**src/pkg/msel_pkg.sv**
```systemverilog
// constants and types shared by the memory strobe and select logic
package msel_pkg;
  localparam int unsigned ADDR_W         = 19;
  localparam int unsigned DATA_W         = 16;
  localparam int unsigned BYTE_W         = 8;
  localparam int unsigned STROBE_CLKS    = 2;
  localparam int unsigned CNT_W          = 4;
  localparam logic        STROBE_IDLE    = 1'b1;
  localparam logic        ADDR0_RST      = 1'b1;
  localparam logic [1:0]  BE_WORD        = 2'h3;
  localparam logic [15:0] DATA_RST       = 16'h0000;

  typedef enum logic [1:0] {
    ST_IDLE,
    ST_STROBE,
    ST_GAP
  } msel_state_e;
endpackage : msel_pkg

```
**src/pkg/msel_cyc_if.sv**
```systemverilog
// one memory bus cycle as seen by the strobe decoder
interface msel_cyc_if;
  import msel_pkg::*;
  logic              act;
  logic              wr;
  logic              wide;
  logic              five;
  logic              lo;
  logic              hi;
  logic              ramHit;
  logic              nvHit;
  logic              addr0;
  logic [DATA_W-1:0] wdata;

  modport src (output act, wr, wide, five, lo, hi, ramHit, nvHit, addr0, wdata);
  modport dec (input act, wr, wide, five, lo, hi, ramHit, nvHit, addr0, wdata);
endinterface : msel_cyc_if

```
**src/hw/msel_strobe_dec.sv**
```systemverilog
// registered strobe, select and data pin drive for one bus cycle
module msel_strobe_dec
  import msel_pkg::*;
(
  input  wire logic                        clk,
  input  wire logic                        rst,
  msel_cyc_if.dec                          cyc,
  output logic                             memOutputEnable_n,
  output logic                             lowerByteEnable_n,
  output logic                             lowByteWriteStrobe_n,
  output logic                             ramSelect_n,
  output logic                             nonvolatileSelect_n,
  output logic                             memAddrBit0,
  output logic [msel_pkg::DATA_W-1:0]      memDataOut,
  output logic [msel_pkg::DATA_W-1:0]      memDataOe_n
);
  import msel_pkg::*;

  // the high-byte strobe is on the shared address-bit-0 pin in 4-wire mode; 5-wire writes both bytes on the low strobe
  wire       fourWide = cyc.wide & ~cyc.five;
  wire       rdCyc    = cyc.act & ~cyc.wr;
  wire       wrCyc    = cyc.act & cyc.wr;
  wire       oeD      = ~rdCyc;
  wire       lbeD     = ~(cyc.act & cyc.wide & cyc.five & cyc.lo);
  wire       lweD     = ~(wrCyc & (~cyc.wide | cyc.five | cyc.lo));
  wire       hweD     = ~(wrCyc & fourWide & cyc.hi);
  wire       ramD     = ~(cyc.act & cyc.ramHit);
  wire       nvD      = ~(cyc.act & cyc.nvHit & ~cyc.ramHit);
  // bit 0 rests high between cycles: on 4-wire x16 parts it is a write strobe
  wire       a0D      = cyc.act ? (fourWide ? hweD : cyc.addr0) : ADDR0_RST;
  wire [1:0] laneDrv  = {wrCyc & cyc.wide & cyc.hi, wrCyc & (cyc.lo | ~cyc.wide)};

  always_ff @(posedge clk) begin
    if (rst) begin
      memOutputEnable_n    <= STROBE_IDLE;
      lowerByteEnable_n    <= STROBE_IDLE;
      lowByteWriteStrobe_n <= STROBE_IDLE;
      ramSelect_n          <= STROBE_IDLE;
      nonvolatileSelect_n  <= STROBE_IDLE;
      memAddrBit0          <= ADDR0_RST;
    end else begin
      memOutputEnable_n    <= oeD;
      lowerByteEnable_n    <= lbeD;
      lowByteWriteStrobe_n <= lweD;
      ramSelect_n          <= ramD;
      nonvolatileSelect_n  <= nvD;
      memAddrBit0          <= a0D;
    end
  end

  // each data line is its own pin with its own enable
  for (genvar b = 0; b < DATA_W; b++) begin : g_bit
    always_ff @(posedge clk) begin
      if (rst) begin
        memDataOut[b]  <= 1'b0;
        memDataOe_n[b] <= 1'b1;
      end else begin
        memDataOut[b]  <= cyc.wdata[b];
        memDataOe_n[b] <= ~laneDrv[b / BYTE_W];
      end
    end
  end
endmodule : msel_strobe_dec

```
**src/hw/msel_top.sv**
```systemverilog
// memory bus cycle sequencer with strobe and chip-select generation
module msel_top
  import msel_pkg::*;
#(
  parameter int unsigned STROBE_LEN = msel_pkg::STROBE_CLKS
)
(
  input  wire logic                        clk,
  input  wire logic                        rst,
  input  wire logic                        cfgWide,
  input  wire logic                        cfgFiveWire,
  input  wire logic [msel_pkg::ADDR_W-1:1] ramBase,
  input  wire logic [msel_pkg::ADDR_W-1:1] ramLimit,
  input  wire logic [msel_pkg::ADDR_W-1:1] nvBase,
  input  wire logic [msel_pkg::ADDR_W-1:1] nvLimit,
  input  wire logic                        reqValid,
  output logic                             reqReady,
  input  wire logic                        reqWrite,
  input  wire logic [msel_pkg::ADDR_W-1:1] reqAddr,
  input  wire logic [1:0]                  reqByteEn,
  input  wire logic [msel_pkg::DATA_W-1:0] reqWdata,
  output logic                             rspValid,
  output logic [msel_pkg::DATA_W-1:0]      rspRdata,
  output logic [msel_pkg::ADDR_W-1:1]      memAddr,
  output logic                             memAddrBit0,
  output logic                             memOutputEnable_n,
  output logic                             lowerByteEnable_n,
  output logic                             lowByteWriteStrobe_n,
  output logic                             ramSelect_n,
  output logic                             nonvolatileSelect_n,
  input  wire logic [msel_pkg::DATA_W-1:0] memDataIn,
  output logic [msel_pkg::DATA_W-1:0]      memDataOut,
  output logic [msel_pkg::DATA_W-1:0]      memDataOe_n
);
  import msel_pkg::*;

  localparam logic [CNT_W-1:0] CNT_LOAD = CNT_W'(STROBE_LEN);

  msel_state_e       state_q;
  msel_state_e       state_d;
  logic [CNT_W-1:0]  cnt_q;
  logic              wr_q;
  logic              wide_q;
  logic              five_q;
  logic              ramHit_q;
  logic              nvHit_q;
  logic              odd_q;
  logic              second_q;
  logic              rsp_q;
  logic [1:0]        be_q;
  logic [ADDR_W-1:1] addr_q;
  logic [DATA_W-1:0] wdata_q;
  logic [DATA_W-1:0] rdata_q;

  msel_cyc_if cyc ();

  // ram wins an overlap so the two selects can never meet
  wire inRam     = (reqAddr >= ramBase) && (reqAddr <= ramLimit);
  wire inNv      = (reqAddr >= nvBase) && (reqAddr <= nvLimit) && !inRam;
  wire startReq  = (state_q == ST_IDLE) && reqValid;
  wire x8Word    = !cfgWide && (reqByteEn == BE_WORD);
  wire strobeEnd = (state_q == ST_STROBE) && (cnt_q == CNT_W'(1));
  wire inGap     = (state_q == ST_GAP);
  wire lastGap   = inGap && !second_q;
  wire [BYTE_W-1:0] rdByte = memDataIn[BYTE_W-1:0];

  assign reqReady = (state_q == ST_IDLE);
  assign rspValid = rsp_q;
  assign rspRdata = rdata_q;
  assign memAddr  = addr_q;

  assign cyc.act    = (state_q == ST_STROBE);
  assign cyc.wr     = wr_q;
  assign cyc.wide   = wide_q;
  assign cyc.five   = five_q;
  assign cyc.lo     = wide_q ? be_q[0] : !odd_q;
  assign cyc.hi     = wide_q ? be_q[1] : odd_q;
  assign cyc.ramHit = ramHit_q;
  assign cyc.nvHit  = nvHit_q;
  assign cyc.addr0  = wide_q ? 1'b0 : odd_q;
  // an x8 part only sees the low lane, so the chosen byte is steered there
  assign cyc.wdata  = wide_q ? wdata_q : {wdata_q[15:8], odd_q ? wdata_q[15:8] : wdata_q[7:0]};

  always_comb begin
    state_d = state_q;
    case (state_q)
      ST_IDLE:   if (reqValid) state_d = ST_STROBE;
      ST_STROBE: if (cnt_q == CNT_W'(1)) state_d = ST_GAP;
      ST_GAP:    state_d = second_q ? ST_STROBE : ST_IDLE;
      default:   state_d = ST_IDLE;
    endcase
  end

  always_ff @(posedge clk) begin
    if (rst) begin
      state_q <= ST_IDLE;
      cnt_q   <= '0;
      rsp_q   <= 1'b0;
    end else begin
      state_q <= state_d;
      rsp_q   <= lastGap;
      if (startReq || (inGap && second_q)) begin
        cnt_q <= CNT_LOAD;
      end else if (state_q == ST_STROBE) begin
        cnt_q <= cnt_q - CNT_W'(1);
      end
    end
  end

  always_ff @(posedge clk) begin
    if (rst) begin
      wr_q     <= 1'b0;
      wide_q   <= 1'b0;
      five_q   <= 1'b0;
      ramHit_q <= 1'b0;
      nvHit_q  <= 1'b0;
      be_q     <= '0;
      addr_q   <= '0;
      wdata_q  <= DATA_RST;
    end else if (startReq) begin
      wr_q     <= reqWrite;
      wide_q   <= cfgWide;
      five_q   <= cfgFiveWire;
      ramHit_q <= inRam;
      nvHit_q  <= inNv;
      be_q     <= reqByteEn;
      addr_q   <= reqAddr;
      wdata_q  <= reqWdata;
    end
  end

  // x8 word: high byte goes out first, even byte follows after a gap
  always_ff @(posedge clk) begin
    if (rst) begin
      odd_q    <= 1'b0;
      second_q <= 1'b0;
    end else if (startReq) begin
      odd_q    <= x8Word ? 1'b1 : reqByteEn[1];
      second_q <= x8Word;
    end else if (inGap && second_q) begin
      odd_q    <= 1'b0;
      second_q <= 1'b0;
    end
  end

  // pins are still driven during the gap, so read data are sampled there
  always_ff @(posedge clk) begin
    if (rst) begin
      rdata_q <= DATA_RST;
    end else if (inGap && !wr_q) begin
      if (wide_q) begin
        rdata_q <= memDataIn;
      end else if (odd_q) begin
        rdata_q[15:8] <= rdByte;
      end else begin
        rdata_q[7:0] <= rdByte;
      end
    end
  end

  msel_strobe_dec u_dec (
    .clk                  (clk),
    .rst                  (rst),
    .cyc                  (cyc),
    .memOutputEnable_n    (memOutputEnable_n),
    .lowerByteEnable_n    (lowerByteEnable_n),
    .lowByteWriteStrobe_n (lowByteWriteStrobe_n),
    .ramSelect_n          (ramSelect_n),
    .nonvolatileSelect_n  (nonvolatileSelect_n),
    .memAddrBit0          (memAddrBit0),
    .memDataOut           (memDataOut),
    .memDataOe_n          (memDataOe_n)
  );
endmodule : msel_top

```
**config.mk**
```make
export PLATFORM = sky130hd
export DESIGN_NAME = msel_top
export DESIGN_NICKNAME = d
export VERILOG_FILES = /design/src/pkg/msel_pkg.sv /design/src/pkg/msel_cyc_if.sv /design/src/hw/msel_strobe_dec.sv /design/src/hw/msel_top.sv
export SDC_FILE = /design/constraint.sdc
export NUM_CORES = 1
export LEC_CHECK = 0
export BUFFER_PORTS_ARGS = -buffer_cell sky130_fd_sc_hd__buf_2
export CAP_MARGIN = 20
export CELL_PAD_IN_SITES_DETAIL_PLACEMENT = 0
export CELL_PAD_IN_SITES_GLOBAL_PLACEMENT = 1
export CORE_MARGIN = 3
export CORE_UTILIZATION = 37
export DETAILED_ROUTE_END_ITERATION = 12
export PLACE_DENSITY_LB_ADDON = 0.1
export SYNTH_ARGS = -nofsm -noshare
export SYNTH_HDL_FRONTEND = slang
export SYNTH_SLANG_ARGS = --single-unit
```
**constraint.sdc**
```tcl
create_clock -name clk -period 3 [get_ports clk]
set_input_delay 0.6 -clock clk [delete_from_list [all_inputs] [get_ports clk]]
set_output_delay 0.6 -clock clk [all_outputs]
set_load 0.1 [all_outputs]
```
==> flow_metrics.tcl, run 1 <==
set metrics [dict create \
    reg2reg_depth 4 \
    path_class "in2reg" \
    drcViolationCount 0 \
    end_kind "register" \
    wl_per_cell_um 14.40 \
    grt_use_total_pct 18.67 \
    register_area_sq_um 1802 \
    peakVddDrop_v 0.0003276 \
    synth-seq-cells 90 \
    path_cells "buf_2 > inv_1 > ha_1 > or3b_1 > o2111ai_1 > a31oi_1 > o311a_1 > and4bb_1 > a311oi_1" \
    netlist_instances 606 \
    rsz0062_at_grt "no" \
    min_from "cyc.ramHit$_SDFFE_PP0P_" \
    cts_resized 0 \
    p_leak_uw 0.003379 \
    ys_top_cells_by_area "dfxtp_1 36%, ha_1 18%, nand2_1 7.3%" \
    gp_congestion 0.8469 \
    die_y_um 122.6 \
    antenna_cells 0 \
    arrival_ns 2.45 \
    tightestPinTransition_ns 0.8051 \
    cts_root_buf "clkbuf_16" \
    die_x_um 122.6 \
    relSlewSlack_pct 46.13 \
    holdPathStages 1 \
    synth_nets 810 \
    antenna_left 0 \
    postSynthAreaPerCell_sq_um 8.304 \
    worstSkewPairLatency_ns 0.33 \
    area_growth_pct 27.47 \
    status "finished clean" \
    cts_max_level 3 \
    multiInputGateArea_sq_um 2750 \
    cts_tree "done" \
    slew_viol_final 0 \
    r2r-start "state_q[1]$_SDFFE_PP0P_" \
    yosysTopAreaCellShare_pct 35.80 \
    path_clk_slew_ns 0.06 \
    dp_hpwl_um 11320 \
    worst_hold_slack_ns 0.4027 \
    clk_path_buf_depth 2 \
    finalHoldViolCount 0 \
    grt_busiest_layer "met2" \
    p_total_uw 3134 \
    finalCritPeriodShare_pct 74.90 \
    async_flop_share_pct 0 \
    crit_required_ns 3.20 \
    grt_pass1_wl_um 22330 \
    cap_viol_max_count 0 \
    vias_per_cell 4.781 \
    fmax_mhz 445.0 \
    hp-class "reg2reg" \
    use_met1_pct 24.69 \
    core_region_area_sq_um 12980 \
    cp_slowest_stage_delay_ns 0.37 \
    grt_max_degree 54 \
    finalWorstPathRequiredPeriod_ns 2.247 \
    ff2ff_setup_slack_ns 1.23 \
    setup_viol 0 \
    use_met3_pct 5.853 \
    timing.rr.end "rspRdata[4]$_SDFFE_PP0P_" \
    synth_area_sq_um 5032 \
    placed_area_sq_um 6121 \
    path_max_fanout 4 \
    holdPathEnd "u_dec.ramSelect_n$_SDFF_PP1_" \
    cp_slowest_cell "or3b_1" \
    final_nets 995 \
    cts_sinks 90 \
    synth_top_area_cell "dfxtp_1" \
    fillers 1337 \
    start_util_pct 38.77 \
    postCtsSetupBuffers 0 \
    drive_gt1_share_pct 28.64 \
    num_vias 4628 \
    startpoint "reqAddr[1]" \
    cts_made_buffers 9 \
    holdBufCountCts 0 \
    ioPinCount 204 \
    dr.pass1.iters 4 \
    antenna_found_initial 0 \
    ys_warn_count 0 \
    rows 41 \
    yosysUniqueCellTypes 48 \
    grt.overflow.total 0 \
    stdcell_area_sq_um 6415 \
    use_met2_pct 30.30 \
    p_per_area_nw_per_um2 488.6 \
    start_kind "primary input" \
    drtIter0Drc 174 \
    synth_seq_area_share_pct 35.80 \
    synth_edf_count 0 \
    fin_skew_ns 0.006438 \
    grt_pass1_vias 4703 \
    tns_ns 0 \
    synth_ff_type "dfxtp_1" \
    dieArea_sq_um 15040 \
    io_buffers 203 \
    wirelength_um 13940 \
]
-- through the flow --
stage / std cells / util [%] / worst slack, ns
CTS: 968 / 49.43 / 0.7309
detailed placement: 952 / 47.16 / 0.3860
global route: 968 / 49.43 / 0.6655
global placement: 952 / 47.16 / 0.3829
floorplan: 606 / - / 0.7956
finish: 968 / 49.43 / 0.7529
-- cells by family after synthesis --
group | Yosys count | share of synthesized area [%]
AND/OR/NAND/NOR | 189 | 17.60
AO/OA/AOI/OAI | 121 | 14.74
buffers and inverters | 112 | 9.547
flip-flops | 90 | 35.80
adder cells (fa/ha/maj) | 74 | 18.40
multiplexers | 17 | 3.381
XOR/XNOR | 3 | 0.5222
-- critical path: cells and delay by family --
kind	cells	cell delay [ns]
AND/OR/NAND/NOR	2	0.63
AO/OA/AOI/OAI	4	0.69
buffers and inverters	2	0.27
adder cells (fa/ha/maj)	1	0.26
-- area by class of cell --
cell class                 instances  share of cell area (%)
clock buffer                      10                   3.569
clock inverter                     6                   1.014
inverter                          76                   4.447
multi-input combinational        404                   42.87
sequential                        90                   28.09
tap                              172                   3.355
timing repair buffer             210                   16.66
-- worst max-delay path by stage --
| stage | to | slack [ns] | depth (start not counted) |
|---|---|---|---|
| floorplan | cyc.nvHit$_SDFFE_PP0P_ | 0.80 | 8 |
| global placement | cyc.nvHit$_SDFFE_PP0P_ | 0.38 | 9 |
| detailed placement | cyc.nvHit$_SDFFE_PP0P_ | 0.39 | 9 |
| CTS | cyc.nvHit$_SDFFE_PP0P_ | 0.73 | 9 |
| global route | cyc.nvHit$_SDFFE_PP0P_ | 0.67 | 9 |
| finish | cyc.nvHit$_SDFFE_PP0P_ | 0.75 | 9 |
-- cell usage after synthesis (6+ instances only) --
library cell and number:
nor2b_1 12, inv_1 76, nand2_1 98, a211oi_1 11
buf_4 14, dfxtp_1 90, nor2_1 35, a21o_1 6
o21ai_0 15, nand4_1 7, clkbuf_1 11, a21oi_1 61
mux2i_1 17, o22a_1 8, nand3_1 7, ha_1 74
and4_1 7
-- report_power, final --
| part | switching, uW | internal (uW) |
|---|---|---|
| clock network | 452 | 648 |
| logic | 516 | 235 |
| registers | 31.0 | 1250 |
| total | 999 | 2130 |
-- state kept, by name (all words and copies together), names as in the netlist, 2 cells and up --
name               flops
be_q                   2
state_q                2
rspRdata              16
cnt_q                  4
memAddr               18
u_dec.memDataOe_n      2
wdata_q               16
u_dec.memDataOut      16
-- placed cells by master, fill, tap and decap left out, types with 4 or more instances in the layout --
master and instances:
mux2i_1 17, a31oi_1 5, nor2_1 35, nand3_1 7, nand4_1 7, nor3_1 4
inv_1 76, and4_1 7, o22a_1 8, buf_2 203, a21o_1 6, a211oi_1 11
ha_1 74, nand2_1 98, o21ai_0 15, dfxtp_1 90, clkbuf_16 9, buf_4 7
nor2b_1 12, a21oi_1 61
-- per-layer routing --
metal	routed length (um)	vias to the layer above
met4	114	0
met5	0	-
met2	6496	130
met1	6254	2067
li1	-	2420
met3	1069	11
Power figures use the tool's default switching activity.
==> inputs of run 2 (changes only) <==
--- a/config.mk
+++ b/config.mk
@@ -10,7 +10,7 @@
 export CELL_PAD_IN_SITES_DETAIL_PLACEMENT = 0
 export CELL_PAD_IN_SITES_GLOBAL_PLACEMENT = 1
 export CORE_MARGIN = 3
-export CORE_UTILIZATION = 37
+export CORE_UTILIZATION = 31
 export DETAILED_ROUTE_END_ITERATION = 12
 export PLACE_DENSITY_LB_ADDON = 0.1
 export SYNTH_ARGS = -nofsm -noshare
==> constraint.sdc (replaced) <==
create_clock -name clk -period 1.9 [get_ports clk]
set_input_delay 0.38 -clock clk [delete_from_list [all_inputs] [get_ports clk]]
set_output_delay 0.38 -clock clk [all_outputs]
set_load 0.1 [all_outputs]
==> run 2 against run 1 <==
Against the previous run: total power increased by 62%; design area increased by 7.4%; hold slack got worse by 0.12 ns; global-route usage decreased by 2.0 points; final cell count increased by 8.7%; sequential cell count unchanged; clock power increased by 60%; clock skew decreased by 0.00062 ns; non-clock buffer count increased by 45; critical path depth unchanged; combinational power increased by 73%.
==> flow_metrics.tcl, run 2 (synthesis results as in run 1) <==
set metrics [dict create \
    status "finished clean" \
    postCtsSetupBuffers 0 \
    cts_tree "done" \
    grt_pass1_wl_um 24190 \
    path_cells "buf_2 > inv_2 > ha_1 > or3b_1 > o2111ai_1 > a31oi_2 > o311a_1 > and4bb_1 > a311oi_1" \
    drive_gt1_share_pct 33.17 \
    path_max_fanout 2 \
    setup_viol 0 \
    cp_slowest_stage_delay_ns 0.36 \
    path_clk_slew_ns 0.06 \
    power.share.combinational_pct 25.6 \
    dieArea_sq_um 17800 \
    core_region_area_sq_um 15540 \
    relSlewSlack_pct 65.46 \
    p_sw_uw 1601 \
    vias_per_cell 4.607 \
    fmax_mhz 557.1 \
    timing.final.ws_setup_ns 0.1049 \
    antenna_left 0 \
    grt_use_total_pct 16.72 \
    rsz0062_at_grt "no" \
    area_growth_pct 36.85 \
    slew_viol_final 0 \
    tightestPinTransition_ns 0.5216 \
    drcViolationCount 0 \
    wl_per_cell_um 14.20 \
    power.internal_uw 3486 \
    cap_viol_max_count 0 \
    worstSkewPairLatency_ns 0.34 \
    holdBufCountCts 0 \
    dp_hpwl_um 12420 \
    clk_path_buf_depth 2 \
    start_kind "primary input" \
    switching_share_pct 31.47 \
    grt_max_degree 33 \
    finalCritPeriodShare_pct 94.48 \
    ioPinCount 204 \
    die_x_um 133.4 \
    cp_slowest_cell "or3b_1" \
    cts_sinks 90 \
    cp.buffers_inverters 2 \
    final_common_cell "buf_2" \
    fin_cells 1052 \
    final_cell_mix "202 x buf_2, 97 x nand2_1, 90 x dfxtp_1, 75 x inv_1, 72 x ha_1" \
    dp.cells 1036 \
    largest_reg_flops 18 \
    dr.pass1.iters 4 \
    cts_made_buffers 9 \
    grt.overflow.total 0 \
    p_leak_uw 0.003609 \
    grt_pass1_vias 4981 \
    end_kind "register" \
    rows 45 \
    antenna_cells 0 \
    final_nets 1040 \
    finalHoldViolCount 0 \
    cts_max_level 3 \
    drtIter0Drc 183 \
    critical_path.top_delay_family "compound AO/OA/AOI/OAI gates" \
    clkPwrFrac_pct 34.6 \
    antenna_found_initial 2 \
    hp-class "in2reg" \
    cts_root_buf "clkbuf_16" \
    fin_skew_ns 0.005817 \
    gp_congestion 0.8744 \
    start_util_pct 32.38 \
    peakVddDrop_v 0.0004473 \
    arrival_ns 2.01 \
    io_buffers 203 \
    p_per_area_nw_per_um2 738.7 \
    path_class "in2reg" \
    crit_required_ns 2.11 \
    die_y_um 133.4 \
    finalWorstPathRequiredPeriod_ns 1.795 \
    num_vias 4847 \
    p_seq_share_pct 39.8 \
    post-place-ws_ns -0.3289 \
    wirelength_um 14940 \
]
==> run 2: cell types whose count changed in the layout (fill, tap and decap cells not counted), sizes merged <==
| cell | delta |
|---|---|
| buf | +45 |
| clkbuf | +2 |
| inv | -2 |
==> run 2: stage by stage <==
| step | utilization [%] | power (uW) | hold slack (ns) | TNS [ns] | area, sq um |
|---|---|---|---|---|---|
| CTS | 44.06 | 5162 | 0.2714 | 0 | 6847 |
| finish | 44.32 | 5087 | 0.2850 | 0 | 6887 |
| floorplan | - | 2896 | 0.3662 | 0 | 5035 |
| detailed placement | 42.14 | 3367 | 0.3993 | -0.5442 | 6549 |
| global placement | 42.14 | 3351 | 0.3923 | -0.4090 | 6549 |
| global route | 44.32 | 5363 | 0.2783 | 0 | 6887 |
==> run 2: final cells by class <==
type,count,area (sq um)
tap,211,264.0
clock inverter,4,51.30
timing repair buffer,255,1446
clock buffer,12,246.5
inverter,76,285.3
multi-input combinational,404,2791
sequential,90,1802
fill,1634,8653
==> run 2: path summary, 6_finish.rpt <==
check        slack (ns)               startpoint                      endpoint  cells past startpoint
min                0.28             reqWdata[10]      wdata_q[10]$_SDFFE_PP0P_                      3
max reg2reg        0.18  state_q[0]$_SDFFE_PP0P_      rspRdata[4]$_SDFFE_PP0P_                      6
max                0.10               reqAddr[1]        cyc.nvHit$_SDFFE_PP0P_                      9
min reg2reg        0.41  cyc.ramHit$_SDFFE_PP0P_  u_dec.ramSelect_n$_SDFF_PP1_                      1
==> run 2: worst reg2reg max path: cells and delay by family, from the launching register on <==
| kind | cells | cell delay [ns] |
|---|---|---|
| muxes | 1 | 0.24 |
| and+or+nand+nor | 3 | 0.78 |
| DFF | 1 | 0.33 |
| buffers and inverters | 2 | 0.27 |
==> run 2: timing repair <==
item,CTS,global route
gates resized for setup,0,6
endpoints found under the hold margin,0,0
endpoints found under the setup margin,0,2
==> run 2: layer usage <==
layer | share of wire [%] | GRT usage [%] | vias to the layer above
li1 | - | - | 2515
met1 | 45 | 21.10 | 2185
met2 | 47 | 28.50 | 126
met3 | 6.9 | 5.098 | 17
met4 | 0.90 | 3.086 | 4
met5 | 0.18 | 0 | -
==> run 2: power by group through the flow <==
stage,Combinational [uW],Clock (uW),Sequential (uW)
6_report,1300,1760,2020
5_1_grt,1440,1890,2030
4_1_cts,1310,1830,2020
3_5_place_dp,1300,0,2070
3_3_place_gp,1290,0,2060
2_1_floorplan,495,0,2400
